**src/icap_params.svh**
```systemverilog
// constants for the three channel input capture block
`ifndef ICAP_PARAMS_SVH
`define ICAP_PARAMS_SVH

// capture mode select codes
`define ICAP_MODE_OFF 4'h0
`define ICAP_MODE_FALL 4'h1
`define ICAP_MODE_RISE 4'h2
`define ICAP_MODE_RISE4 4'h3
`define ICAP_MODE_RISE16 4'h4
`define ICAP_MODE_PERIOD 4'h5
`define ICAP_MODE_PW_FR 4'h6
`define ICAP_MODE_PW_RF 4'h7
`define ICAP_MODE_CHANGE 4'h8
`define ICAP_MODE_TRIG_FALL 4'hE
`define ICAP_MODE_TRIG_RISE 4'hF

// channel control layout
`define ICAP_REN_BIT 6
`define ICAP_MODE_MSB 3
`define ICAP_MODE_LSB 0
`define ICAP_CTRL_MASK 8'h4F
`define ICAP_CTRL_RST 8'h00

// prescaler terminal counts (count of rising edges minus one)
`define ICAP_PRESC_DIV4 4'h3
`define ICAP_PRESC_DIV16 4'hF
`define ICAP_PRESC_RST 4'h0

// time base
`define ICAP_TB_RST 16'h0000
`define ICAP_TB_WIDTH 16

`endif

```
**src/icap_pkg.sv**
```systemverilog
// types shared by the input capture block
package icap_pkg;

	// quarter phases of one instruction cycle
	typedef enum logic [1:0] {
		ICAP_Q1,
		ICAP_Q2,
		ICAP_Q3,
		ICAP_Q4
	} icap_phase_t;

	// pulse width measurement progress
	typedef enum logic {
		ICAP_PW_START,
		ICAP_PW_CLOSE
	} icap_pw_t;

endpackage

```
**src/icap_top.sv**
```systemverilog
// three channel input capture sharing one 16-bit time base
`timescale 1ns/10ps
`default_nettype none
`include "icap_params.svh"

module icap_top #(
	parameter int TB_WIDTH = `ICAP_TB_WIDTH
) (
	input wire logic CLK,
	input wire logic RST_N,
	input wire logic CAP_IN_1,
	input wire logic CAP_IN_2,
	input wire logic CAP_IN_3,
	input wire logic CTRL_WR_1,
	input wire logic CTRL_WR_2,
	input wire logic CTRL_WR_3,
	input wire logic [7:0] CTRL_WR_DATA,
	output logic [7:0] CTRL_1,
	output logic [7:0] CTRL_2,
	output logic [7:0] CTRL_3,
	input wire logic QUADRATURE_DECODER_EN,
	input wire logic TIME_BASE_WR,
	input wire logic [TB_WIDTH-1:0] TIME_BASE_WR_DATA,
	input wire logic TIME_BASE_RUN_WR,
	input wire logic TIME_BASE_RUN_WR_DATA,
	input wire logic SPECIAL_RESET_EN,
	output logic [TB_WIDTH-1:0] SHARED_TIME_BASE,
	output logic TIME_BASE_RUN,
	output logic [TB_WIDTH-1:0] CAPTURE_BUFFER_1,
	output logic [TB_WIDTH-1:0] CAPTURE_BUFFER_2,
	output logic [TB_WIDTH-1:0] CAPTURE_BUFFER_3,
	output logic CHANNEL_ONE_CAPTURE_FLAG,
	output logic CHANNEL_TWO_CAPTURE_FLAG,
	output logic CHANNEL_THREE_CAPTURE_FLAG,
	input wire logic FLAG_CLR_1,
	input wire logic FLAG_CLR_2,
	input wire logic FLAG_CLR_3,
	output logic SPECIAL_TRIGGER,
	output logic [1:0] QUARTER_PHASE
);

	localparam int NCH = 3;

	if (TB_WIDTH != `ICAP_TB_WIDTH) begin : g_width_check
		$error("icap_top: time base width must be 16");
	end

	// the mode field must stay four bits wide and below the reset enable
	if (`ICAP_MODE_MSB - `ICAP_MODE_LSB != 3 ||
			`ICAP_REN_BIT <= `ICAP_MODE_MSB) begin : g_layout_check
		$error("icap_top: channel control layout is inconsistent");
	end

	// ************************************************************
	// quarter phase sequencer
	// ************************************************************
	icap_pkg::icap_phase_t phase_ff, nxt_phase;
	logic q1_edge;
	logic q2_edge;
	logic q4_edge;

	always_comb begin
		case (phase_ff)
		icap_pkg::ICAP_Q1: nxt_phase = icap_pkg::ICAP_Q2;
		icap_pkg::ICAP_Q2: nxt_phase = icap_pkg::ICAP_Q3;
		icap_pkg::ICAP_Q3: nxt_phase = icap_pkg::ICAP_Q4;
		icap_pkg::ICAP_Q4: nxt_phase = icap_pkg::ICAP_Q1;
		default: nxt_phase = icap_pkg::ICAP_Q1;
		endcase
	end

	always_ff @(posedge CLK or negedge RST_N) begin
		if (!RST_N) begin
			phase_ff <= icap_pkg::ICAP_Q1;
		end else begin
			phase_ff <= nxt_phase;
		end
	end

	// an edge named after a phase is the clock edge that enters it
	assign q2_edge = (phase_ff == icap_pkg::ICAP_Q1);
	assign q4_edge = (phase_ff == icap_pkg::ICAP_Q3);
	assign q1_edge = (phase_ff == icap_pkg::ICAP_Q4);
	assign QUARTER_PHASE = phase_ff;

	// ************************************************************
	// channel control registers
	// ************************************************************
	logic [NCH-1:0] cap_in;
	logic [NCH-1:0] ctrl_wr;
	logic [NCH-1:0] flag_clr;
	logic [7:0] ctrl_ff [NCH];
	logic [7:0] nxt_ctrl [NCH];

	assign cap_in = {CAP_IN_3, CAP_IN_2, CAP_IN_1};
	assign ctrl_wr = {CTRL_WR_3, CTRL_WR_2, CTRL_WR_1};
	assign flag_clr = {FLAG_CLR_3, FLAG_CLR_2, FLAG_CLR_1};

	always_comb begin
		for (int i = 0; i < NCH; i++) begin
			nxt_ctrl[i] = ctrl_ff[i];
			if (ctrl_wr[i]) begin
				// unimplemented bits always read as zero
				nxt_ctrl[i] = CTRL_WR_DATA & `ICAP_CTRL_MASK;
			end
		end
	end

	always_ff @(posedge CLK or negedge RST_N) begin
		if (!RST_N) begin
			for (int i = 0; i < NCH; i++) begin
				ctrl_ff[i] <= `ICAP_CTRL_RST;
			end
		end else begin
			for (int i = 0; i < NCH; i++) begin
				ctrl_ff[i] <= nxt_ctrl[i];
			end
		end
	end

	assign CTRL_1 = ctrl_ff[0];
	assign CTRL_2 = ctrl_ff[1];
	assign CTRL_3 = ctrl_ff[2];

	// ************************************************************
	// channels
	// ************************************************************
	logic [NCH-1:0] cap_evt;
	logic [NCH-1:0] rst_evt;
	logic [NCH-1:0] trig_evt;
	logic capture_enable;

	// the decoder owns the shared pins whenever it is on
	assign capture_enable = ~QUADRATURE_DECODER_EN;

	for (genvar g = 0; g < NCH; g++) begin : g_chan
		icap_chan #(
			.HAS_TRIGGER(g == 0)
		) u_chan (
			.clk(CLK),
			.rst_n(RST_N),
			.q2_edge(q2_edge),
			.q4_edge(q4_edge),
			.q1_edge(q1_edge),
			.cap_in(cap_in[g]),
			.mode(ctrl_ff[g][`ICAP_MODE_MSB:`ICAP_MODE_LSB]),
			.mode_wr(ctrl_wr[g]),
			.mode_wr_data(CTRL_WR_DATA[`ICAP_MODE_MSB:`ICAP_MODE_LSB]),
			.ren(ctrl_ff[g][`ICAP_REN_BIT]),
			.enable(capture_enable),
			.cap_evt(cap_evt[g]),
			.rst_evt(rst_evt[g]),
			.trig_evt(trig_evt[g])
		);
	end

	// ************************************************************
	// shared time base and run bit
	// ************************************************************
	logic [TB_WIDTH-1:0] tb_ff, nxt_tb;
	logic [TB_WIDTH-1:0] tb_inc;
	logic [TB_WIDTH-1:0] cap_val;
	logic run_ff, nxt_run;
	logic spec_reset;

	assign spec_reset = trig_evt[0] & SPECIAL_RESET_EN;
	assign tb_inc = run_ff ? tb_ff + 16'h0001 : tb_ff;
	// a coinciding write is what the buffers see as well
	assign cap_val = TIME_BASE_WR ? TIME_BASE_WR_DATA : tb_inc;

	always_comb begin
		nxt_tb = tb_ff;
		if (q1_edge) begin
			nxt_tb = tb_inc;
			// mode writes never reach the count
			if ((|rst_evt) || spec_reset) begin
				nxt_tb = `ICAP_TB_RST;
			end
		end
		if (TIME_BASE_WR) begin
			nxt_tb = TIME_BASE_WR_DATA;
		end
	end

	always_ff @(posedge CLK or negedge RST_N) begin
		if (!RST_N) begin
			tb_ff <= `ICAP_TB_RST;
		end else begin
			tb_ff <= nxt_tb;
		end
	end

	assign SHARED_TIME_BASE = tb_ff;

	// ************************************************************
	// run bit and special trigger
	// ************************************************************
	logic trig_ff, nxt_trig;

	always_comb begin
		nxt_run = run_ff;
		if (TIME_BASE_RUN_WR) begin
			nxt_run = TIME_BASE_RUN_WR_DATA;
		end
		// with the special reset enabled, the trigger starts a stopped time base and beats a run write
		if (spec_reset) begin
			nxt_run = 1'b1;
		end
		// one-cycle pulse, so a level-sensitive consumer sees one event
		nxt_trig = trig_evt[0];
	end

	always_ff @(posedge CLK or negedge RST_N) begin
		if (!RST_N) begin
			run_ff <= 1'b0;
			trig_ff <= 1'b0;
		end else begin
			run_ff <= nxt_run;
			trig_ff <= nxt_trig;
		end
	end

	assign TIME_BASE_RUN = run_ff;
	assign SPECIAL_TRIGGER = trig_ff;

	// ************************************************************
	// capture buffers and flags
	// ************************************************************
	logic [TB_WIDTH-1:0] buf_ff [NCH];
	logic [TB_WIDTH-1:0] nxt_buf [NCH];
	logic [NCH-1:0] flag_ff, nxt_flag;

	always_comb begin
		for (int i = 0; i < NCH; i++) begin
			nxt_buf[i] = buf_ff[i];
			if (cap_evt[i]) begin
				nxt_buf[i] = cap_val;
			end
		end
	end

	always_ff @(posedge CLK or negedge RST_N) begin
		if (!RST_N) begin
			for (int i = 0; i < NCH; i++) begin
				buf_ff[i] <= `ICAP_TB_RST;
			end
		end else begin
			for (int i = 0; i < NCH; i++) begin
				buf_ff[i] <= nxt_buf[i];
			end
		end
	end

	// flags are sticky until cleared; trigger events never reach them
	always_comb begin
		for (int i = 0; i < NCH; i++) begin
			nxt_flag[i] = flag_ff[i] & ~flag_clr[i];
			// a capture in the clearing cycle keeps the flag
			if (cap_evt[i]) begin
				nxt_flag[i] = 1'b1;
			end
		end
	end

	always_ff @(posedge CLK or negedge RST_N) begin
		if (!RST_N) begin
			flag_ff <= 3'h0;
		end else begin
			flag_ff <= nxt_flag;
		end
	end

	assign CAPTURE_BUFFER_1 = buf_ff[0];
	assign CAPTURE_BUFFER_2 = buf_ff[1];
	assign CAPTURE_BUFFER_3 = buf_ff[2];
	assign CHANNEL_ONE_CAPTURE_FLAG = flag_ff[0];
	assign CHANNEL_TWO_CAPTURE_FLAG = flag_ff[1];
	assign CHANNEL_THREE_CAPTURE_FLAG = flag_ff[2];

endmodule
`default_nettype wire

```
**src/icap_chan.sv**
```systemverilog
// one capture channel: edge detection, prescaler and mode decode
`timescale 1ns/10ps
`default_nettype none
`include "icap_params.svh"

module icap_chan #(
	parameter bit HAS_TRIGGER = 1'b0
) (
	input wire logic clk,
	input wire logic rst_n,
	input wire logic q2_edge,
	input wire logic q4_edge,
	input wire logic q1_edge,
	input wire logic cap_in,
	input wire logic [3:0] mode,
	input wire logic mode_wr,
	input wire logic [3:0] mode_wr_data,
	input wire logic ren,
	input wire logic enable,
	output logic cap_evt,
	output logic rst_evt,
	output logic trig_evt
);

	// ************************************************************
	// edge sampling
	// ************************************************************
	logic sync_ff, nxt_sync;
	logic lvl_ff, nxt_lvl;
	logic rise_ff, nxt_rise;
	logic fall_ff, nxt_fall;

	always_comb begin
		nxt_sync = sync_ff;
		nxt_lvl = lvl_ff;
		nxt_rise = rise_ff;
		nxt_fall = fall_ff;
		if (q2_edge) begin
			nxt_sync = cap_in;
		end
		if (q4_edge) begin
			// edge seen at the second phase is handed on at the fourth
			nxt_lvl = sync_ff;
			nxt_rise = sync_ff & ~lvl_ff;
			nxt_fall = ~sync_ff & lvl_ff;
		end
	end

	always_ff @(posedge clk or negedge rst_n) begin
		if (!rst_n) begin
			sync_ff <= 1'b0;
			lvl_ff <= 1'b0;
			rise_ff <= 1'b0;
			fall_ff <= 1'b0;
		end else begin
			sync_ff <= nxt_sync;
			lvl_ff <= nxt_lvl;
			rise_ff <= nxt_rise;
			fall_ff <= nxt_fall;
		end
	end

	// ************************************************************
	// mode decode, prescaler and first-edge arming
	// ************************************************************
	logic [3:0] presc_ff, nxt_presc;
	logic armed_ff, nxt_armed;
	icap_pkg::icap_pw_t pw_ff, nxt_pw;
	logic hit;
	logic start;
	logic close;
	logic any_edge;

	always_comb begin
		nxt_presc = presc_ff;
		nxt_armed = armed_ff;
		nxt_pw = pw_ff;
		hit = 1'b0;
		start = 1'b0;
		close = 1'b0;
		rst_evt = 1'b0;
		trig_evt = 1'b0;
		any_edge = rise_ff | fall_ff;
		if (q1_edge && enable) begin
			case (mode)
			`ICAP_MODE_FALL: hit = fall_ff;
			`ICAP_MODE_RISE: hit = rise_ff;
			`ICAP_MODE_RISE4: begin
				if (rise_ff) begin
					// count is kept across direct mode changes; a write of off clears it
					nxt_presc = presc_ff + 4'h1;
					if (presc_ff >= `ICAP_PRESC_DIV4) begin
						nxt_presc = `ICAP_PRESC_RST;
						hit = 1'b1;
					end
					if (armed_ff) begin
						hit = 1'b1;
					end
				end
			end
			`ICAP_MODE_RISE16: begin
				if (rise_ff) begin
					nxt_presc = presc_ff + 4'h1;
					if (presc_ff == `ICAP_PRESC_DIV16) begin
						nxt_presc = `ICAP_PRESC_RST;
						hit = 1'b1;
					end
					if (armed_ff) begin
						hit = 1'b1;
					end
				end
			end
			`ICAP_MODE_PERIOD: hit = rise_ff;
			`ICAP_MODE_CHANGE: hit = any_edge;
			`ICAP_MODE_PW_FR, `ICAP_MODE_PW_RF: begin
				start = (mode == `ICAP_MODE_PW_FR) ? fall_ff : rise_ff;
				close = (mode == `ICAP_MODE_PW_FR) ? rise_ff : fall_ff;
				if (armed_ff && any_edge) begin
					// the first edge resets the count, so a measurement is open
					hit = 1'b1;
					nxt_pw = icap_pkg::ICAP_PW_CLOSE;
				end else if (start) begin
					nxt_pw = icap_pkg::ICAP_PW_CLOSE;
				end else if (close
						&& pw_ff == icap_pkg::ICAP_PW_CLOSE) begin
					// a close edge without an open measurement is ignored unless it is the first edge
					hit = 1'b1;
					nxt_pw = icap_pkg::ICAP_PW_START;
				end
			end
			`ICAP_MODE_TRIG_FALL: trig_evt = HAS_TRIGGER & fall_ff;
			`ICAP_MODE_TRIG_RISE: trig_evt = HAS_TRIGGER & rise_ff;
			default: hit = 1'b0;
			endcase
			if (mode == `ICAP_MODE_PW_FR || mode == `ICAP_MODE_PW_RF) begin
				// reset enable is ignored while measuring pulses
				rst_evt = (armed_ff && any_edge) || (!armed_ff && start);
			end else begin
				rst_evt = hit & ren;
			end
			if (hit) begin
				nxt_armed = 1'b0;
			end
		end
		if (mode_wr) begin
			nxt_armed = (mode_wr_data != `ICAP_MODE_OFF);
			nxt_pw = icap_pkg::ICAP_PW_START;
			if (mode_wr_data == `ICAP_MODE_OFF) begin
				nxt_presc = `ICAP_PRESC_RST;
			end
		end
		cap_evt = hit;
	end

	always_ff @(posedge clk or negedge rst_n) begin
		if (!rst_n) begin
			presc_ff <= `ICAP_PRESC_RST;
			armed_ff <= 1'b0;
			pw_ff <= icap_pkg::ICAP_PW_START;
		end else begin
			presc_ff <= nxt_presc;
			armed_ff <= nxt_armed;
			pw_ff <= nxt_pw;
		end
	end

endmodule
`default_nettype wire

```
**config.mk**
```make
export PLATFORM = sky130hd
export DESIGN_NAME = icap_top
export DESIGN_NICKNAME = d
export VERILOG_FILES = /design/src/icap_pkg.sv /design/src/icap_top.sv /design/src/icap_chan.sv
export VERILOG_INCLUDE_DIRS = /design/src
export SDC_FILE = /design/constraint.sdc
export NUM_CORES = 1
export LEC_CHECK = 0
export BUFFER_PORTS_ARGS = -buffer_cell sky130_fd_sc_hd__buf_2
export CORE_ASPECT_RATIO = 0.7
export CORE_MARGIN = 1.5
export CORE_UTILIZATION = 40
export CTS_CLUSTER_DIAMETER = 40
export CTS_CLUSTER_SIZE = 16
export DETAILED_ROUTE_END_ITERATION = 16
export GPL_TIMING_DRIVEN = 0
export PLACE_DENSITY = 0.67
export SETUP_SLACK_MARGIN = 0.3
export SLEW_MARGIN = 20
export SYNTH_ARGS = -nofsm -noshare
export SYNTH_HDL_FRONTEND = slang
export SYNTH_SLANG_ARGS = --single-unit
```
**constraint.sdc**
```tcl
create_clock -name CLK -period 4 [get_ports CLK]
set_input_delay 0.6 -clock CLK [delete_from_list [all_inputs] [get_ports CLK]]
set_output_delay 0.6 -clock CLK [all_outputs]
set_load 0.005 [all_outputs]
```
==> summary.md <==
| Metric | Value |
|---|---|
| Result of the run | `finished, final reports clean` |
| Final Slew Violations | `0` |
| CP Depth | `8` |
| Slowest CP cell | `a2111oi_4` |
| Routed vias/inst | `between 5 and 6` |
| Max frequency | `364 MHz` |
| Crit path buf inv count | `0` |
| Fill cell count | `between 1k and 1.5k` |
| Crit path max fanout | `8` |
| Starting density of the core | `between 40% and 50%` |
| Clock root buffer | `clkbuf_16` |
| Crit-path cells | `ha_1 > nand2b_1 > nor4_1 > and2_1 > or3_1 > a2111oi_4 > o21ai_4 > o311ai_1` |
| DRT antenna net count | `0` |
| Tmin final | `2.75 ns` |
| Post-synth EDFFs | `0` |
| Setup TNS | `0 ns` |
| Ports | `roughly 140` |
| CTS Buffer Depth | `2` |
| RSZ-0062 raised after global routing | `no` |
| Horiz. Die Dim | `approximately 150 um` |
| Commonest non-fill, non-tap cell in the layout | `buf_2` |
| Largest stage delay, worst path | `roughly 0.44 ns` |
| Synth async-reset ratio | `100%` |
| # hold bufs at CTS | `0` |
| Vias in the first global route | `5267` |
| Reg clk slew, reported paths | `around 0.050 ns` |
| Worst min-delay path class | `primary input to async pin` |
| Synthesized area | `6390 um2` |
| Drt pass-1 iters | `5` |
| Post-Syn Area per Cell | `roughly 11 um2` |
| DRT iter0 DRCs | `approximately 360` |
| Startpoint Class | `flop` |
| Post-CTS Setup Bufs | `0` |
| First-pass GRT wire length | `between 20000 and 30000 um` |
| Leakage | `3.66 nW` |
| Total GRT Usage | `21.9%` |
| CTS tree | `done` |
| Skew final | `between 0.01 and 0.015 ns` |
| Register area share after synthesis | `a little under half` |
| Layout area overhead | `24.2%` |
| Initial antenna violation count | `2` |
| Crit end category | `flop` |
| Final core utilization | `51.1%` |
| Mean routed wirelength per cell | `18.4 um` |
| Pwr dens | `about 500 nW/um2` |
| Clock Sinks | `approximately 120` |
| Critical path's top delay family | `simple AND/OR/NAND/NOR gates` |
| Port bufs | `about 120` |
| Tightest Pin Transition | `0.647 ns` |
| Most frequent cells in the layout | `124 x buf_2, 116 x dfrtp_1, 63 x mux2_2` |
| Total die area | `16800 um2` |
| Yosys cell types | `75` |
| Detailed Place HPWL | `13000 um` |
| Drt total wl | `roughly 18000 um` |
| DIE HEIGHT | `about 110 um` |
| Layout net count | `800` |
| Worst slew margin | `between 50 and 60%` |
| Routed vias | `5334` |
| Routability cong. | `around 0.85` |
| Most used DFF post-synth | `dfrtp_1` |
| Synth warnings | `0` |
| Maxcap violations | `0` |
| Hold Vio Cnt, Final | `0` |
| Gate Count Post-Synth | `a little over 600` |
| Period utilization | `~69%` |
| Final setup fails | `0` |
| Layout cells sized above 1 | `35.1%` |
| Row count | `38` |
| CTS Buf Count | `17` |
| R2r worst-path depth | `8` |
| Total gr overflow | `0` |
| Cts repair resizes | `0` |
| Core box area | `approximately 16000 um2` |
| DRC violations left | `0` |
| WS Path Type | `flop to flop` |
| Latest clock arrival within the worst-skew pair | `0.42 ns` |
| CP Data Required Time | `4.31 ns` |
| Htree depth | `4` |
| Flops & latches, synth | `about 120` |
| VDD IR max | `~0.28 mV` |
| Hold_ws | `approximately 0.11 ns` |
| Crit path DAT | `between 3 and 4 ns` |
| Largest net degree at the start of global routing | `69` |
==> layout make-up <==
cell class | count | area (um2) | share of cell area [%]
Clock inverter | 8 | 149 | 1.88
Tap cell | 200 | 250 | 3.15
Buffer | 45 | 287 | 3.61
Timing Repair Buffer | 120 | 629 | 7.93
Inverter | 24 | 90.1 | 1.13
Sequential cell | 116 | 2900 | 36.6
Clock buffer | 23 | 478 | 6.02
Multi-Input combinational cell | 428 | 3150 | 39.7
Antenna cell | 2 | 5.00 | 0.0630
==> worst register-to-register path: cells and delay by family (launching register included) <==
family                   cells  cell delay [ns]
AND/OR/NAND/NOR              4             1.03
AO/OA/AOI/OAI                3             0.91
flip-flops                   1             0.41
adder cells (fa/ha/maj)      1             0.30
==> cell usage after synthesis, drive strengths merged, types with 2 or more instances <==
library cell | number | area, um2
o211ai | 5 | 37.5
nor4 | 7 | 43.8
nand4 | 7 | 43.8
mux2i | 10 | 100
nor3b | 3 | 22.5
a21oi | 39 | 199
nor2 | 32 | 139
and3 | 18 | 113
nor3 | 7 | 35.0
o21bai | 4 | 37.5
buf | 29 | 225
nand2b | 9 | 56.3
ha | 8 | 100
o2111ai | 7 | 67.6
inv | 22 | 82.6
clkinv | 2 | 7.51
nand4b | 2 | 17.5
o21ai | 29 | 160
nand3 | 10 | 50.1
xor2 | 3 | 26.3
o22ai | 11 | 75.1
or2 | 8 | 50.1
a21o | 2 | 15.0
xnor2 | 11 | 96.3
a31oi | 7 | 43.8
dfrtp | 116 | 2900
nand3b | 9 | 67.6
o311ai | 5 | 51.3
a2bb2oi | 2 | 17.5
clkbuf | 16 | 61.3
mux2 | 73 | 826
nor2b | 4 | 25.0
or3 | 3 | 18.8
a22oi | 4 | 30.0
nand2 | 43 | 164
and2 | 7 | 43.8
nand4bb | 2 | 22.5
and4bb | 2 | 25.0
o31ai | 4 | 30.0
a21boi | 2 | 15.0
nor4b | 3 | 71.3
==> worst paths after layout <==
path	from	to	slack [ns]
setup / recovery	QUARTER_PHASE[1]	SHARED_TIME_BASE[9]	1.25
hold / removal	RST_N	QUARTER_PHASE[1]	0.11
setup reg to reg	QUARTER_PHASE[1]	SHARED_TIME_BASE[9]	1.25
hold reg to reg	g_chan[2].u_chan.lvl_ff	g_chan[2].u_chan.rise_ff	0.48
max in group asynchronous	RST_N	SPECIAL_TRIGGER	3.18
min in group CLK	FLAG_CLR_1	flag_ff[0]	0.36
==> power by group <==
| group | internal (mW) | total, mW | switching (mW) |
|---|---|---|---|
| registers | 1.41 | 1.57 | 0.164 |
| logic | 0.428 | 0.799 | 0.371 |
| clock network | 1.09 | 1.62 | 0.537 |
| total | 2.92 | 3.99 | 1.07 |
==> metal layers <==
| metal | track usage [%] | wire, um | up-vias |
|---|---|---|---|
| met4 | 7.21 | 257 | 0 |
| met3 | 7.75 | 1470 | 23 |
| li1 | - | - | 2477 |
| met5 | 0 | 0 | - |
| met2 | 33.9 | 8170 | 204 |
| met1 | 28.9 | 7910 | 2630 |
==> cell families (layout without fill, tap and decap cells) <==
group	count (synthesis)	count (layout)	synth area share, %
AO/OA/AOI/OAI	133	133	14.2
XOR/XNOR	14	14	1.92
adder cells (fa/ha/maj)	8	8	1.57
buffers and inverters	69	220	5.89
flip-flops	116	116	45.4
multiplexers	83	83	14.5
other	1	11	0.0587
AND/OR/NAND/NOR	181	181	16.5
==> stage by stage <==
step                      power (mW)  setup slack (ns)  std cells  cell area, um2
after global routing            4.19              1.10        965            7940
after CTS                       4.03              1.26        964            7930
final                           3.99              1.25        966            7940
after global placement          2.33             0.937        931            7260
after detailed placement        2.39              1.18        933            7310
after floorplan                 1.99              1.69        613            6420
==> state kept, by name (all words and copies together), names as in the netlist, 5 cells and up <==
name and flops:
CAPTURE_BUFFER_1 16, CAPTURE_BUFFER_2 16, CAPTURE_BUFFER_3 16, CTRL_1 5, CTRL_2 5, CTRL_3 5, SHARED_TIME_BASE 16, g_chan.u_chan.presc_ff 12
Note: power is estimated with default switching activity, not from simulation.
